--- src/pwr_state_pkg.sv ---
package pwr_state_pkg;

  // ==========================================================================
  // Stop-clock message encodings
  // ==========================================================================
  localparam logic [1:0] SMAF_C2 = 2'h2;
  localparam logic [1:0] SMAF_C3 = 2'h3;

  // ==========================================================================
  // Core voltage select
  // ==========================================================================
  localparam int VSEL_W = 5;
  localparam logic [4:0] VSEL_RESET = 5'h10;
  localparam logic [4:0] VSEL_DSX_DEFAULT = 5'h00;

  // ==========================================================================
  // Timing and sizes
  // ==========================================================================
  localparam int CLK_MHZ = 200;
  localparam int INIT_TIME_NS = 1000;
  localparam int INIT_CYCLES = (INIT_TIME_NS * CLK_MHZ + 999) / 1000;
  localparam int IRQ_W = 8;
  localparam int REF_IDLE_CYCLES = 16;

  // ==========================================================================
  // Power states
  // ==========================================================================
  typedef enum logic [2:0] {
    ST_NORMAL = 3'h0,
    ST_HALT   = 3'h1,
    ST_QUICK  = 3'h2,
    ST_DEEP   = 3'h3,
    ST_DSX    = 3'h4,
    ST_INIT   = 3'h5
  } pstate_t;

  // Stop-clock message from the link
  typedef struct packed {
    logic       valid;
    logic [1:0] smaf;
  } stpclk_msg_t;

  // Block enables towards the rest of the chip
  typedef struct packed {
    logic core_run;
    logic sdram_powersave;
    logic sdram_selfrefresh;
    logic link_gfx_run;
    logic pll_on;
    logic snoop_enable;
  } pwr_ctl_t;

endpackage

--- src/pwr_state_ctrl.sv ---
`timescale 1ns/100ps
module pwr_state_ctrl
  import pwr_state_pkg::*;
#(
  parameter int IRQ_N = pwr_state_pkg::IRQ_W,
  parameter int INIT_N = pwr_state_pkg::INIT_CYCLES
)
(
  // Clock and reset
  input wire logic SYS_CLK_I,
  input wire logic RESET_N_I,
  // Core events
  input wire logic HALT_INSTRUCTION_I,
  input wire logic [IRQ_N-1:0] IRQ_I,
  input wire logic IRQ_ACK_I,
  input wire logic CHIP_RESET_PIN_I,
  input wire logic REFERENCE_CLOCK_IN_I,
  // Link stop-clock messages
  input wire pwr_state_pkg::stpclk_msg_t STPCLK_I,
  input wire logic STPCLK_DEASSERT_I,
  input wire logic SNOOP_REQ_I,
  // Firmware voltage control
  input wire logic [pwr_state_pkg::VSEL_W-1:0] VSEL_FW_I,
  input wire logic [pwr_state_pkg::VSEL_W-1:0] VSEL_DSX_I,
  input wire logic DSX_REQ_I,
  // Status and controls
  output pwr_state_pkg::pstate_t STATE_O,
  output pwr_state_pkg::pwr_ctl_t CTL_O,
  output logic [IRQ_N-1:0] IRQ_PEND_O,
  output logic SNOOP_ACK_O,
  output logic INIT_BUSY_O,
  output logic [pwr_state_pkg::VSEL_W-1:0] CORE_VOLTAGE_SELECT_O
);
  import pwr_state_pkg::*;

  // ==========================================================================
  // Pin synchronisers
  // ==========================================================================
  // Three stages; a change counts once stages two and three agree
  logic [2:0] rst_sync_r;
  logic [2:0] ref_sync_r;
  logic rst_pin_r;
  logic ref_lvl_r;
  logic [4:0] ref_idle_r;
  logic [4:0] ref_idle_nxt;

  always_ff @(posedge SYS_CLK_I or negedge RESET_N_I)
  begin
    if (!RESET_N_I)
    begin
      rst_sync_r <= 3'h0;
      ref_sync_r <= 3'h0;
      rst_pin_r <= 1'b0;
      ref_lvl_r <= 1'b0;
      ref_idle_r <= 5'h00;
    end
    else
    begin
      rst_sync_r <= {rst_sync_r[1:0], CHIP_RESET_PIN_I};
      ref_sync_r <= {ref_sync_r[1:0], REFERENCE_CLOCK_IN_I};
      if (rst_sync_r[1] == rst_sync_r[2])
        rst_pin_r <= rst_sync_r[2];
      if (ref_sync_r[1] == ref_sync_r[2])
        ref_lvl_r <= ref_sync_r[2];
      ref_idle_r <= ref_idle_nxt;
    end
  end

  // Reference clock counts as stopped after a run of cycles with no edge
  wire ref_edge = (ref_sync_r[1] == ref_sync_r[2]) && (ref_sync_r[2] != ref_lvl_r);
  wire ref_stopped = (ref_idle_r == 5'(REF_IDLE_CYCLES));
  always_comb
  begin
    ref_idle_nxt = ref_idle_r;
    if (ref_edge)
      ref_idle_nxt = 5'h00;
    else if (!ref_stopped)
      ref_idle_nxt = ref_idle_r + 5'h01;
  end

  wire reset_seen = rst_pin_r && !ref_stopped;

  // ==========================================================================
  // State machine
  // ==========================================================================
  pstate_t state_r;
  pstate_t state_nxt;
  logic [IRQ_N-1:0] pend_r;
  logic [IRQ_N-1:0] pend_nxt;
  logic [15:0] init_cnt_r;
  logic [15:0] init_cnt_nxt;

  wire any_irq = |IRQ_I;
  wire msg_c2 = STPCLK_I.valid && (STPCLK_I.smaf == SMAF_C2);
  wire msg_c3 = STPCLK_I.valid && (STPCLK_I.smaf == SMAF_C3);
  wire from_run = (state_r == ST_NORMAL) || (state_r == ST_HALT);

  // Next state; in Normal, Halt and Quick reset wins over all other events; Deep, DSX and Init ignore it
  always_comb
  begin
    state_nxt = state_r;
    init_cnt_nxt = init_cnt_r;
    unique case (state_r)
      ST_NORMAL, ST_HALT:
      begin
        if (reset_seen)
          state_nxt = ST_INIT;
        else if (msg_c3)
          state_nxt = ST_DEEP;
        else if (msg_c2)
          state_nxt = ST_QUICK;
        else if (state_r == ST_HALT && any_irq)
          state_nxt = ST_NORMAL;
        else if (state_r == ST_NORMAL && HALT_INSTRUCTION_I)
          state_nxt = ST_HALT;
        if (state_nxt == ST_INIT)
          init_cnt_nxt = 16'(INIT_N);
      end
      ST_QUICK:
      begin
        if (reset_seen)
        begin
          state_nxt = ST_INIT;
          init_cnt_nxt = 16'(INIT_N);
        end
        else if (STPCLK_DEASSERT_I)
          state_nxt = ST_NORMAL;
      end
      ST_DEEP:
      begin
        if (DSX_REQ_I)
          state_nxt = ST_DSX;
        else if (STPCLK_DEASSERT_I)
          state_nxt = ST_NORMAL;
      end
      ST_DSX:
      begin
        if (!DSX_REQ_I)
          state_nxt = ST_DEEP;
      end
      ST_INIT:
      begin
        if (init_cnt_r == 16'h0000)
          state_nxt = ST_NORMAL;
        else
          init_cnt_nxt = init_cnt_r - 16'h0001;
      end
      default:
        state_nxt = ST_NORMAL;
    endcase
  end

  // Interrupt latches: set only in Quick, cleared by acknowledge only in Normal
  always_comb
  begin
    pend_nxt = pend_r;
    if (IRQ_ACK_I && state_r == ST_NORMAL)
      pend_nxt = '0;
    if (state_r == ST_QUICK)
      pend_nxt = pend_r | IRQ_I;
    if (state_r == ST_DEEP || state_r == ST_DSX || state_r == ST_INIT)
      pend_nxt = '0;
  end

  // ==========================================================================
  // Outputs
  // ==========================================================================
  pwr_ctl_t ctl_nxt;
  logic [VSEL_W-1:0] vsel_nxt;
  wire sleeping = (state_nxt == ST_DEEP) || (state_nxt == ST_DSX);

  // Controls follow the next state so they change with it
  always_comb
  begin
    ctl_nxt.core_run = (state_nxt == ST_NORMAL);
    ctl_nxt.sdram_powersave = (state_nxt == ST_QUICK);
    ctl_nxt.sdram_selfrefresh = sleeping;
    ctl_nxt.link_gfx_run = !sleeping;
    ctl_nxt.pll_on = !sleeping;
    ctl_nxt.snoop_enable = !sleeping;
    vsel_nxt = (state_nxt == ST_DSX) ? VSEL_DSX_I : VSEL_FW_I;
  end

  always_ff @(posedge SYS_CLK_I or negedge RESET_N_I)
  begin
    if (!RESET_N_I)
    begin
      state_r <= ST_NORMAL;
      pend_r <= '0;
      init_cnt_r <= 16'h0000;
      CTL_O <= '{1'b1, 1'b0, 1'b0, 1'b1, 1'b1, 1'b1};
      CORE_VOLTAGE_SELECT_O <= VSEL_RESET;
      STATE_O <= ST_NORMAL;
      IRQ_PEND_O <= '0;
      SNOOP_ACK_O <= 1'b0;
      INIT_BUSY_O <= 1'b0;
    end
    else
    begin
      state_r <= state_nxt;
      pend_r <= pend_nxt;
      init_cnt_r <= init_cnt_nxt;
      CTL_O <= ctl_nxt;
      CORE_VOLTAGE_SELECT_O <= vsel_nxt;
      STATE_O <= state_nxt;
      IRQ_PEND_O <= (state_nxt == ST_NORMAL) ? (pend_nxt | IRQ_I) : '0;
      SNOOP_ACK_O <= SNOOP_REQ_I && !(state_r == ST_DEEP || state_r == ST_DSX);
      INIT_BUSY_O <= (state_nxt == ST_INIT);
    end
  end

endmodule

--- config.mk ---
export PLATFORM = sky130hd
export DESIGN_NAME = pwr_state_ctrl
export DESIGN_NICKNAME = d
export VERILOG_FILES = /design/src/pwr_state_pkg.sv /design/src/pwr_state_ctrl.sv
export SDC_FILE = /design/constraint.sdc
export NUM_CORES = 1
export LEC_CHECK = 0
export BUFFER_PORTS_ARGS = -buffer_cell sky130_fd_sc_hd__buf_2
export CORE_MARGIN = 4
export CORE_UTILIZATION = 45
export DETAILED_ROUTE_END_ITERATION = 10
export HOLD_SLACK_MARGIN = 0.08
export PLACE_DENSITY = 0.67
export SLEW_MARGIN = 10
export SYNTH_ARGS = -nofsm -noshare
export SYNTH_HDL_FRONTEND = slang
export SYNTH_SLANG_ARGS = --single-unit
--- constraint.sdc ---
create_clock -name SYS_CLK_I -period 3.75 [get_ports SYS_CLK_I]
set_clock_uncertainty 0.15 [all_clocks]
set_input_delay 0.1875 -clock SYS_CLK_I [delete_from_list [all_inputs] [get_ports SYS_CLK_I]]
set_output_delay 0.1875 -clock SYS_CLK_I [all_outputs]
set_load 0.01 [all_outputs]
-- Word level (Yosys, flattened, before mapping)
Index checks and enable logic that the tools add are counted.
- bits in registers: 59
- bits in latches: 0
- RAM bits: 0
- ROM bits: 0
- input bits: 30
- output and inout bits: 24
- logic and storage cells: 84
- memories kept: 0
- $add $sub $neg: 2
- multipliers: 0
- div/mod/pow operators: 0
- $lt $le $gt $ge: 0
- equal/unequal tests: 20
- shift operators: 0
- mux-type cells: 23
- bitwise logic cells: 2
- reduce and logical (&&, ||, !) cells: 21
- operator list (operator ; number):
    2-to-1 mux 16 bit ; 3
    case mux 16 bit (3 select lines) ; 1
    2-to-1 mux 3 bit ; 11
    2-to-1 mux 8 bit ; 4
    zero test 16 bit ; 1
    OR 8 bit ; 2
    subtractor 16 x 1 -> 16 bit (second input constant) ; 1
    equality test 3 bit (second input constant) ; 5
    2-to-1 mux 5 bit ; 3
    case mux 3 bit (5 select lines) ; 1
    equality test 3 x 2 -> 1 bit (second input constant) ; 4
    logical AND 1 bit ; 8
    != test 2 bit (second input constant) ; 4
    OR reduction 8 bit ; 1
    zero test 3 bit ; 2
    adder 5 x 1 -> 5 bit (second input constant) ; 1
    equality test 5 bit (second input constant) ; 1
    equality test 2 bit (second input constant) ; 2
    AND reduction 4 bit ; 1
    equality test 3 x 1 -> 1 bit (second input constant) ; 1
    zero test 1 bit ; 3
    logical OR 1 bit ; 3
    nonzero test 3 bit ; 1
    equality test 1 bit ; 2
    2 further kinds ; 2

-- Longest topological paths before layout
Gate-level depths: netlist of run 1.
- depth after elaboration: 12
- depth in mapped cells: 9
- depth with buffers taken out: 8

-- Worst setup path before layout of run 1
No wires, ideal clock.
- path kind: reg2reg
- start point: register init_cnt_r[0]
- end point: register IRQ_PEND_O[0]
- library setup time: 0.069 ns
- arrival time: 2.589 ns
- required time: 3.531 ns
- path slack: 0.943 ns
- stages on the path, launching flop included: 10
- clock period less this slack: 2.807 ns
- cell sequence: dfrtp_1 inv_1 ha_1 or4b_1 or4_4 a21oi_4 inv_4 or4_4 buf_6 nor2_2
- longest elaborated chain between the ends: 5
- RTL lines (element ; line ; RTL):
    start: declaration ; pwr_state_ctrl.sv:90 ; logic [15:0] init_cnt_r;
    start signal: assignment ; pwr_state_ctrl.sv:202 ; init_cnt_r <= init_cnt_nxt;
    zero test 16 bit ; pwr_state_ctrl.sv:143 ; if (init_cnt_r == 16'h0000)
    2-to-1 mux 3 bit ; pwr_state_ctrl.sv:143 ;
    case mux 3 bit (5 select lines) ; pwr_state_ctrl.sv:103 ; unique case (state_r)
    zero test 3 bit ; pwr_state_ctrl.sv:206 ; IRQ_PEND_O <= (state_nxt == ST_NORMAL) ? (pend_nxt | IRQ_I) : '0;
    2-to-1 mux 8 bit ; pwr_state_ctrl.sv:206 ;
    end signal: assignment ; pwr_state_ctrl.sv:206 ;
    end: declaration ; pwr_state_ctrl.sv:29 ; output logic [IRQ_N-1:0] IRQ_PEND_O,
Every way passes these cells.
A chain may end at the register's enable or synchronous reset.

-- Final worst setup path of run 1
- start point: register init_cnt_r[0]
- end point: register IRQ_PEND_O[7]
Same word-level chain as after synthesis.

==> results.cfg, run 1 <==
[cells_and_area]
post-route-cell-area_sq_um = 3550
flow.area_growth_from_synthesis_pct = 28.5
final_common_cell = sky130_fd_sc_hd__dfrtp_1
ff_latch_area_sq_um = 1480
antenna-diode-count = 0
multi_input_comb_area_sq_um = 1190
post_route_cells_drive_above_1_share_pct = 30.3
commonest_cells_after_routing_fill_and_taps_aside = 56 x sky130_fd_sc_hd__dfrtp_1, 53 x sky130_fd_sc_hd__buf_2, 28 x sky130_fd_sc_hd__nor2_1
final_net_count = 375
fill_cells = 491

[global_route]
global_route.usage.met2_pct = 27.9
wire_length_of_the_first_global_routing_pass_mm = 10.4
met3_usage_pct = 4.75
grt_start_max_net_pins = 32
overflow = 0
grt.total_usage_pct = 18.0
routing_layer_with_the_top_usage_in_global_route = met2
groute.layer.met1.usage_pct = 24.1
first_global_vias = 2203
antenna_found_initial = 0

[die]
die_y_extent_um = 86.3
dieWidth_um = 86.3
num_rows = 28
placeableCoreArea_sq_um = 5920
floorplan.die_area_sq_um = 7450
initial_core_util_pct = 46.6
design.portCount = 54

[synth]
synthesis.yosys.warnings = 0
syn-num-nets = 298
ys_seq_area_share_pct = 53.6
synth-edff-count = 0
synth-main-ff-cell = sky130_fd_sc_hd__dfrtp_1
synth-seq-cells = 59
synth.avg_cell_area_sq_um = 10.4
syn-cell-area_sq_um = 2760
ys_types = 49
ys_async_sr_fraction_pct = 100
synthCells = 265

[power_and_ir_drop]
clockPowerShare_pct = 26.8
power_switching_share_pct = 36.3
power-per-cell-area_nw_per_um2 = 752
power.share.combinational_pct = 35.7
irDropWorstVdd_uv = 395
power.share.sequential_pct = 37.5
totalPowerFinal_mw = 2.67
cell_internal_pwr_mw = 1.70
p_leak_nw = 1.67
power_switching_mw = 0.968

[detailed_routing]
detail_route.iter0.violations = 139
detail-route-antenna-nets = 0
drt_pre_antenna_iters = 4
drt_wl_total_mm = 6.26
wl_per_cell_um = 14.8
vias = 2248
via_per_inst = 5.33
detail_route.drc_violations = 0

[cts]
postCtsSetupRepairBufs = 0
clock_path_buffers = 2
clock_tree_from_tritoncts = built
cts_buffers = 9
cts-htree-levels = 3
clkTransAtPathRegs_ns = 0.07
cts_hold_repair.buffers = 22
post_cts_resize_count = 0
worstSkewPairLatency_ns = 0.33
tritoncts_num_sinks = 59
cts-root-buf = sky130_fd_sc_hd__clkbuf_8

[timing]
slew_viol_final = 0
final_period_minus_worst_setup_slack_ns = 3.03
maxSlewHeadroom_pct = 45.2
fin_hold_ws_ns = 0.199
final-hold-violation-count = 0
rsz0062_at_grt = no
maxClockFrequency_mhz = 330
finalSetupTns_ns = 0
number_of_setup_violations_in_the_final_report = 0
timing.final.crit_share_pct = 80.7
timing_worst_slew_pin_value_ns = 0.814

[critical_path]
worst-setup-path-type = flip-flop to flip-flop
regToRegEndpoint = IRQ_PEND_O[7]
reg2reg_from = init_cnt_r[0]
path_max_fanout = 10
worstRegToRegCells = 8
cp-start-kind = flip-flop
timing.critical_path.to_type = flip-flop
r2r_setup_slack_ns = 0.72
cp_data_required_time_ns = 3.85
timing.critical_path.arrival_ns = 3.13

[placed_design]
detailedPlacementHpwl_mm = 4.26
placement.cell_area_sq_um = 3080
io_buffer_count = 53
place.gp.congestion = 0.821

[min_path]
hold_path_depth = 0
hold-path-endpoint = ref_sync_r[1]
holdCritStartpoint = ref_sync_r[0]
worst_hold_path_type = flip-flop to flip-flop

[flow_run]
cap_violations = 0

[outcome]
run_status = completed
==> synth_stat cells (5+ instances only) <==
master                     instances  area share [%]
sky130_fd_sc_hd__nand2_1          15             2.0
sky130_fd_sc_hd__nand3_1          11             2.0
sky130_fd_sc_hd__a221o_1           8             2.9
sky130_fd_sc_hd__or2_2             5             1.1
sky130_fd_sc_hd__nor3_1            8             1.4
sky130_fd_sc_hd__a31oi_1           8             1.8
sky130_fd_sc_hd__clkbuf_1          7            0.95
sky130_fd_sc_hd__inv_1             6            0.82
sky130_fd_sc_hd__nor2_2            8             1.8
sky130_fd_sc_hd__nor4_1            6             1.4
sky130_fd_sc_hd__mux2_2            5             2.0
sky130_fd_sc_hd__a21oi_1          11             2.0
sky130_fd_sc_hd__nor3b_1           8             2.2
sky130_fd_sc_hd__nor2_1           28             3.8
sky130_fd_sc_hd__o21ai_0          12             2.2
sky130_fd_sc_hd__dfrtp_1          56              51
sky130_fd_sc_hd__a21o_1           10             2.7
==> state kept, by name, indices dropped and copies added, names as in the netlist <==
register and cells:
IRQ_PEND_O 8, ref_sync_r 3, pend_r 8, CTL_O 4, SNOOP_ACK_O 1, rst_pin_r 1
state_r 3, rst_sync_r 3, CORE_VOLTAGE_SELECT_O 5, ref_idle_r 5, init_cnt_r 16, INIT_BUSY_O 1
ref_lvl_r 1
==> power groups by stage <==
stage	combinational, mW	clock (mW)	sequential (mW)
floorplan	0.666	0	0.990
global placement	0.909	0	1.00
detailed placement	0.929	0	1.01
CTS	0.959	0.730	0.999
global route	1.06	0.762	1.03
finish	0.953	0.716	1.00
==> worst max-delay path, stage by stage, from the launching register on <==
cell	delay, ns
sky130_fd_sc_hd__dfrtp_1	0.40
sky130_fd_sc_hd__inv_1	0.10
sky130_fd_sc_hd__ha_1	0.21
sky130_fd_sc_hd__or4b_1	0.44
sky130_fd_sc_hd__or4_4	0.46
sky130_fd_sc_hd__a21oi_4	0.27
sky130_fd_sc_hd__inv_4	0.11
sky130_fd_sc_hd__or4_4	0.64
sky130_fd_sc_hd__nor2_2	0.16
==> per-layer routing <==
| layer | up-vias | share of wire [%] |
|---|---|---|
| met5 | - | 0 |
| met4 | 0 | 1.5 |
| met3 | 8 | 4.9 |
| met2 | 57 | 48 |
| met1 | 1069 | 46 |
| li1 | 1114 | - |
==> cells by family after synthesis <==
logic type	share of synthesized area, %
adder cells (fa/ha/maj)	2.08
buffers and inverters	3.22
multiplexers	2.04
flip-flops	53.6
XOR/XNOR	0.952
AO/OA/AOI/OAI	14.5
AND/OR/NAND/NOR	23.6
==> layout make-up <==
type,instances,share of cell area (%)
well taps,75,2.64
flip-flops and latches,59,41.7
clock inverters,6,3.17
inverters,8,0.916
clock buffers,10,3.88
multi-input cells,187,33.6
repair buffers,77,14.1
==> worst max path at each step <==
stage	startpoint	endpoint	slack, ns	cells after the start
finish	init_cnt_r[0]	IRQ_PEND_O[7]	0.72	8
CTS	init_cnt_r[0]	IRQ_PEND_O[7]	0.73	8
detailed placement	init_cnt_r[0]	IRQ_PEND_O[7]	0.75	8
floorplan	init_cnt_r[0]	IRQ_PEND_O[0]	0.94	9
global route	init_cnt_r[0]	IRQ_PEND_O[7]	0.60	8
global placement	init_cnt_r[0]	CTL_O[3]	0.85	8
==> through the flow <==
stage | instances | util [%] | setup slack, ns
after detailed placement | 384 | 52.0 | 0.747
after CTS | 422 | 60.0 | 0.729
after global placement | 384 | 52.0 | 0.854
final | 422 | 60.0 | 0.722
after global routing | 422 | 60.0 | 0.601
after floorplan | 265 | - | 0.943
Note: power is estimated with default switching activity, not from simulation.
==> run 2, diff against run 1 <==
--- a/config.mk
+++ b/config.mk
@@ -10,7 +10,7 @@
 export CORE_UTILIZATION = 45
 export DETAILED_ROUTE_END_ITERATION = 10
 export HOLD_SLACK_MARGIN = 0.08
-export PLACE_DENSITY = 0.67
+export PLACE_DENSITY = 0.7
 export SLEW_MARGIN = 10
 export SYNTH_ARGS = -nofsm -noshare
 export SYNTH_HDL_FRONTEND = slang
==> constraint.sdc (replaced) <==
create_clock -name SYS_CLK_I -period 2.7 [get_ports SYS_CLK_I]
set_clock_uncertainty 0.15 [all_clocks]
set_input_delay 0.135 -clock SYS_CLK_I [delete_from_list [all_inputs] [get_ports SYS_CLK_I]]
set_output_delay 0.135 -clock SYS_CLK_I [all_outputs]
set_load 0.01 [all_outputs]
==> run 2 against run 1 <==
Effect of this change:
- sequential share of layout area decreased by 1.5 points
- sequential power increased by 36%
- wire length increased by 4.6%
- global-route usage increased by 1.0 points
- first-iteration DRC count decreased by 25%
- power increased by 45%
- non-clock buffer count increased by 14
- final area increased by 3.7%
- critical path depth decreased by 2
- hold slack got worse by 0.081 ns
- utilization increased by 2.2 points
- cell count increased by 3.6%
==> results.cfg, run 2 (synthesized netlist as in run 1, its figures left out) <==
[die]
placeableCoreArea_sq_um = 5920
die_y_extent_um = 86.3
initial_core_util_pct = 46.6
design.portCount = 54
num_rows = 28
floorplan.die_area_sq_um = 7450
dieWidth_um = 86.3

[timing]
timing_worst_slew_pin_value_ns = 0.626
rsz0062_at_grt = no
slew_viol_final = 0
timing.final.crit_share_pct = 97.0
fin_hold_ws_ns = 0.118
maxSlewHeadroom_pct = 57.8
finalSetupTns_ns = 0
final_period_minus_worst_setup_slack_ns = 2.62
number_of_setup_violations_in_the_final_report = 0
maxClockFrequency_mhz = 382
final-hold-violation-count = 0

[power_and_ir_drop]
p_leak_nw = 1.75
power-per-cell-area_nw_per_um2 = 1050
totalPowerFinal_mw = 3.88
irDropWorstVdd_uv = 512

[detailed_routing]
detail-route-antenna-nets = 0
wl_per_cell_um = 15.0
detail_route.drc_violations = 0
via_per_inst = 5.32
drt_pre_antenna_iters = 4
detail_route.iter0.violations = 104
drt_wl_total_mm = 6.55
vias = 2325

[cells_and_area]
largest_registers = init_cnt_r x16, IRQ_PEND_O x8, pend_r x8
antenna-diode-count = 0
max_flop_register = init_cnt_r
flow.area_growth_from_synthesis_pct = 33.3
ff_latch_area_sq_um = 1480
post_route_cells_drive_above_1_share_pct = 34.0
largest_reg_flops = 16
commonest_cells_after_routing_fill_and_taps_aside = 56 x sky130_fd_sc_hd__dfrtp_1, 53 x sky130_fd_sc_hd__buf_2, 28 x sky130_fd_sc_hd__nor2_1
fill_cells = 488
final_net_count = 390
final_common_cell = sky130_fd_sc_hd__dfrtp_1
multi_input_comb_area_sq_um = 1230

[critical_path]
cp_data_required_time_ns = 2.82
cp-start-kind = flip-flop
timing.critical_path.arrival_ns = 2.74
timing.critical_path.to_type = flip-flop
regToRegEndpoint = IRQ_PEND_O[5]
reg2reg_from = init_cnt_r[5]
worst-setup-path-type = flip-flop to flip-flop
path_max_fanout = 6
r2r_setup_slack_ns = 0.08
critical_path.startpoint = init_cnt_r[5]
worstRegToRegCells = 6

[cts]
cts-htree-levels = 3
cts-root-buf = sky130_fd_sc_hd__clkbuf_8
worstSkewPairLatency_ns = 0.34
clkTransAtPathRegs_ns = 0.07
clock_tree_from_tritoncts = built
tritoncts_num_sinks = 59
clock_path_buffers = 2
cts_buffers = 9

[global_route]
overflow = 0
wire_length_of_the_first_global_routing_pass_mm = 11.1
antenna_found_initial = 0
first_global_vias = 2325
grt.total_usage_pct = 19.0
grt_start_max_net_pins = 23

[placed_design]
io_buffer_count = 53
detailedPlacementHpwl_mm = 4.39
place.gp.congestion = 0.831

[min_path]
worst_hold_path_type = input port to asynchronous set/reset pin

[outcome]
run_status = completed

[flow_run]
cap_violations = 0
-- run 2: through the flow --
step | area (sq um) | setup WS [ns] | util, % | instances
after global routing | 3680 | 0.00410 | 62.2 | 437
final | 3680 | 0.0808 | 62.2 | 437
after CTS | 3670 | 0.00287 | 62.0 | 437
after global placement | 3170 | 0.0673 | 53.6 | 394
after floorplan | 2780 | 0.00606 | - | 265
after detailed placement | 3170 | 0.00366 | 53.6 | 394
-- run 2: how the worst max path moves through the flow --
stage                               end  slack, ns  cells after the start
after CTS                 IRQ_PEND_O[7]      0.003                      8
after floorplan           IRQ_PEND_O[0]      0.006                      9
after detailed placement  IRQ_PEND_O[7]      0.004                      8
after global placement    IRQ_PEND_O[7]       0.07                      8
after global routing      IRQ_PEND_O[2]      0.004                      8
final                     IRQ_PEND_O[5]       0.08                      6
-- run 2: area by class of cell --
class,instances,area share [%]
Clock inverter,5,2.72
Tap cell,75,2.55
Clock buffer,11,3.84
Timing Repair Buffer,91,16.4
Sequential cell,59,40.2
Multi-Input combinational cell,188,33.4
Inverter,8,0.883
-- run 2: repair_timing --
action | CTS | global route
endpoints found under the hold margin | 81 | 0
gates cloned | 1 | 0
endpoints found under the setup margin | 3 | 7
setup buffers | 4 | 0
gates resized for setup | 1 | 2
hold buffers | 22 | 0
pin swaps | 3 | 3
-- run 2: worst max-delay path, stage by stage, from the launching register on --
cell and delay, ns:
sky130_fd_sc_hd__dfrtp_1 0.41, sky130_fd_sc_hd__or4_4 0.56, sky130_fd_sc_hd__or4_4 0.53, sky130_fd_sc_hd__a21oi_4 0.17
sky130_fd_sc_hd__inv_4 0.06, sky130_fd_sc_hd__or4_4 0.57, sky130_fd_sc_hd__nor2_2 0.09
-- run 2: routing by layer --
| layer | vias to the layer above | wire, um | track usage (%) |
|---|---|---|---|
| met5 | - | 0 | 0 |
| met4 | 0 | 63 | 6.52 |
| met3 | 6 | 293 | 5.23 |
| met2 | 52 | 3180 | 30.1 |
| met1 | 1123 | 3020 | 25.4 |
| li1 | 1144 | - | - |
-- run 2: report_power, final --
part           total (mW)  leakage (nW)  internal (mW)  switching (mW)
Clock               0.983         0.123          0.636           0.347
Combinational        1.54         0.878          0.700           0.840
Sequential           1.36         0.747           1.15           0.207
==> run 3, diff against run 2 <==
--- a/config.mk
+++ b/config.mk
@@ -5,6 +5,7 @@
 export SDC_FILE = /design/constraint.sdc
 export NUM_CORES = 1
 export LEC_CHECK = 0
+export ABC_AREA = 1
 export BUFFER_PORTS_ARGS = -buffer_cell sky130_fd_sc_hd__buf_2
 export CORE_MARGIN = 4
 export CORE_UTILIZATION = 45
==> run 3 against run 2 <==
Effect of this change:
- fmax grew 2.2%
- non-clock buffer count decreased by 11
- die area is 3.0% higher
- critical path depth grew 1
- area after synthesis rose by 3.4%
- via count grew 8.7%
- first-iteration DRC count grew 53%
==> results.cfg, run 3 <==
[critical_path]
worstRegToRegCells = 7
max_stage_delay_ns = 0.58
r2r_setup_slack_ns = 0.14
reg2reg_from = state_r[2]
worst-setup-path-type = flip-flop to flip-flop
cp-start-kind = flip-flop
timing.critical_path.to_type = flip-flop
cp_data_required_time_ns = 2.83
path_max_fanout = 9
critical_path.startpoint = state_r[2]
cp-endpoint = CORE_VOLTAGE_SELECT_O[4]
critical_path.cell_chain = inv_1 -> nand3_1 -> a21oi_4 -> nand2_1 -> dlygate4sd3_1 -> nand2_1 -> dlygate4sd3_1
cp_slowest_cell = sky130_fd_sc_hd__dlygate4sd3_1
timing.critical_path.arrival_ns = 2.69
regToRegEndpoint = CORE_VOLTAGE_SELECT_O[4]

[power_and_ir_drop]
irDropWorstVdd_uv = 341
power-per-cell-area_nw_per_um2 = 510
p_leak_nw = 1.80
cell_internal_pwr_mw = 1.34
power_switching_mw = 0.500
totalPowerFinal_mw = 1.84
power.share.combinational_pct = 9.2
clockPowerShare_pct = 39.3
power_switching_share_pct = 27.2
power.share.sequential_pct = 51.5

[detailed_routing]
met2RoutedLength_mm = 2.98
detail_route.drc_violations = 0
top_signal_layer_used = met4
wl_per_cell_um = 12.4
detail-route-antenna-nets = 0
drt_pre_antenna_iters = 5
drt_wl_total_mm = 6.47
detail_route.wirelength.met1_mm = 2.96
met3WireLength_um = 406
via_per_inst = 4.84
detail_route.iter0.violations = 159
vias = 2527

[die]
num_rows = 28
dieWidth_um = 87.6
design.portCount = 54
initial_core_util_pct = 47.4
placeableCoreArea_sq_um = 6030
die_y_extent_um = 87.6
floorplan.die_area_sq_um = 7680

[synth]
ys_async_sr_fraction_pct = 100
synth-seq-cells = 59
synthesis.yosys.warnings = 0
synth-main-ff-cell = sky130_fd_sc_hd__dfrtp_1
syn-num-nets = 392
synth.avg_cell_area_sq_um = 7.95
ys_top_cells_by_count = 105 x sky130_fd_sc_hd__nand2_1, 64 x sky130_fd_sc_hd__nor2_1, 56 x sky130_fd_sc_hd__dfrtp_1
ys_types = 27
yosysMostFrequentCell = sky130_fd_sc_hd__nand2_1
top_cells_by_area_in_the_synthesized_netlist = sky130_fd_sc_hd__dfrtp_1 49%, sky130_fd_sc_hd__nand2_1 14%, sky130_fd_sc_hd__nor2_1 8.4%
syn-cell-area_sq_um = 2850
ys_seq_area_share_pct = 51.9
synth-edff-count = 0
synthCells = 359
yosys.area.top_type = sky130_fd_sc_hd__dfrtp_1
synth_top_area_share_pct = 49.1

[cells_and_area]
largest_registers = init_cnt_r x16, IRQ_PEND_O x8, pend_r x8
antenna-diode-count = 0
max_flop_register = init_cnt_r
final_common_cell = sky130_fd_sc_hd__nand2_1
flow.area_growth_from_synthesis_pct = 26.3
final_net_count = 475
commonest_cells_after_routing_fill_and_taps_aside = 105 x sky130_fd_sc_hd__nand2_1, 64 x sky130_fd_sc_hd__nor2_1, 56 x sky130_fd_sc_hd__dfrtp_1
post_route_cells_drive_above_1_share_pct = 19.7
largest_reg_flops = 16
utilization_after_layout_pct = 59.8
post-route-cell-area_sq_um = 3600
fill_cells = 551

[min_path]
worst_hold_path_type = input port to flip-flop
holdCritStartpoint = DSX_REQ_I

[cts]
clkTransAtPathRegs_ns = 0.07
clock_tree_from_tritoncts = built
postCtsSetupRepairBufs = 0
cts-htree-levels = 3
worstSkewPairLatency_ns = 0.34
cts_buffers = 9
clock_path_buffers = 2
cts-root-buf = sky130_fd_sc_hd__clkbuf_8
tritoncts_num_sinks = 59

[placed_design]
placement.cell_area_sq_um = 3180
io_buffer_count = 53
detailedPlacementHpwl_mm = 4.45
dp_worst_setup_slack_ns = 0.429
place.gp.congestion = 0.938

[timing]
number_of_setup_violations_in_the_final_report = 0
final-hold-violation-count = 0
maxClockFrequency_mhz = 390
timing.final.crit_share_pct = 94.9
slew_viol_final = 0
final_period_minus_worst_setup_slack_ns = 2.56
final_critical_path_setup_slack_ns = 0.138
maxSlewHeadroom_pct = 53.6
fin_hold_ws_ns = 0.144
timing_worst_slew_pin_value_ns = 0.696

[global_route]
wire_length_of_the_first_global_routing_pass_mm = 11.2
first_global_vias = 2485
antenna_found_initial = 0
grt.total_usage_pct = 18.8
overflow = 0
grt_start_max_net_pins = 32

[flow_run]
cap_violations = 0

[outcome]
run_status = completed
==> run 3: changes by cell type in the layout (fill, tap and decap cells not counted), sizes merged, moves of 8 or more <==
cell,change
a221o,-8
a21o,-10
nor2,+32
a31oi,-8
inv,+28
nand3,+20
buf,-13
nand2,+92
==> run 3: cell type report <==
| type | instances | area [sq um] | share of cell area [%] |
|---|---|---|---|
| clock inverter | 7 | 53.8 | 1.49 |
| timing repair buffer | 80 | 528 | 14.7 |
| clock buffer | 9 | 124 | 3.44 |
| multi-input combinational | 258 | 1200 | 33.2 |
| sequential | 59 | 1480 | 41.1 |
| tap | 75 | 93.8 | 2.60 |
| inverter | 34 | 128 | 3.54 |
==> run 3: cell families (layout without fill, tap and decap cells) <==
kind of cell             count (synthesis)  in the layout  share of synthesized area, %
AO/OA/AOI/OAI                           24             24                          4.43
XOR/XNOR                                13             13                          3.99
adder cells (fa/ha/maj)                  4              4                          1.67
buffers and inverters                   42            130                          6.49
flip-flops                              59             59                          51.9
AND/OR/NAND/NOR                        217            217                          31.6
==> run 3: how the worst min path moves through the flow <==
stage	end	cells after the start
after floorplan	CORE_VOLTAGE_SELECT_O[0]	0
after global placement	ref_sync_r[2]	1
after detailed placement	INIT_BUSY_O	1
after CTS	CTL_O[0]	4
after global routing	CTL_O[0]	4
final	CTL_O[0]	4
==> run 3: what timing repair did <==
action,CTS,global route
hold buffers,24,0
gates resized for setup,0,1
endpoints found under the setup margin,0,1
hold endpoints to repair,54,0
==> run 3: through the flow <==
| step | setup TNS (ns) | std cells |
|---|---|---|
| global route | -0.0273 | 522 |
| floorplan | 0 | 359 |
| detailed placement | 0 | 482 |
| CTS | 0 | 522 |
| finish | 0 | 522 |
| global placement | 0 | 482 |
==> run 3: metal layers <==
layer | vias up | track usage, %
met4 | 0 | 7.53
li1 | 1281 | -
met2 | 72 | 28.6
met3 | 13 | 7.15
met1 | 1161 | 24.4
met5 | - | 0
==> run 3: worst max-delay path: cells and delay by family, from the launching register on <==
family	cells	cell delay, ns
and+or+nand+nor	3	0.35
AOI/OAI and AO/OA	1	0.30
buffers and inverters	3	1.25
DFF	1	0.47
==> run 3: power groups by stage <==
stage | Clock (mW) | Combinational [mW] | Sequential [mW]
after global placement | 0 | 0.136 | 0.962
after global routing | 0.783 | 0.199 | 0.949
after detailed placement | 0 | 0.145 | 0.962
after CTS | 0.731 | 0.170 | 0.946
final | 0.721 | 0.169 | 0.946
after floorplan | 0 | 0.0744 | 0.959
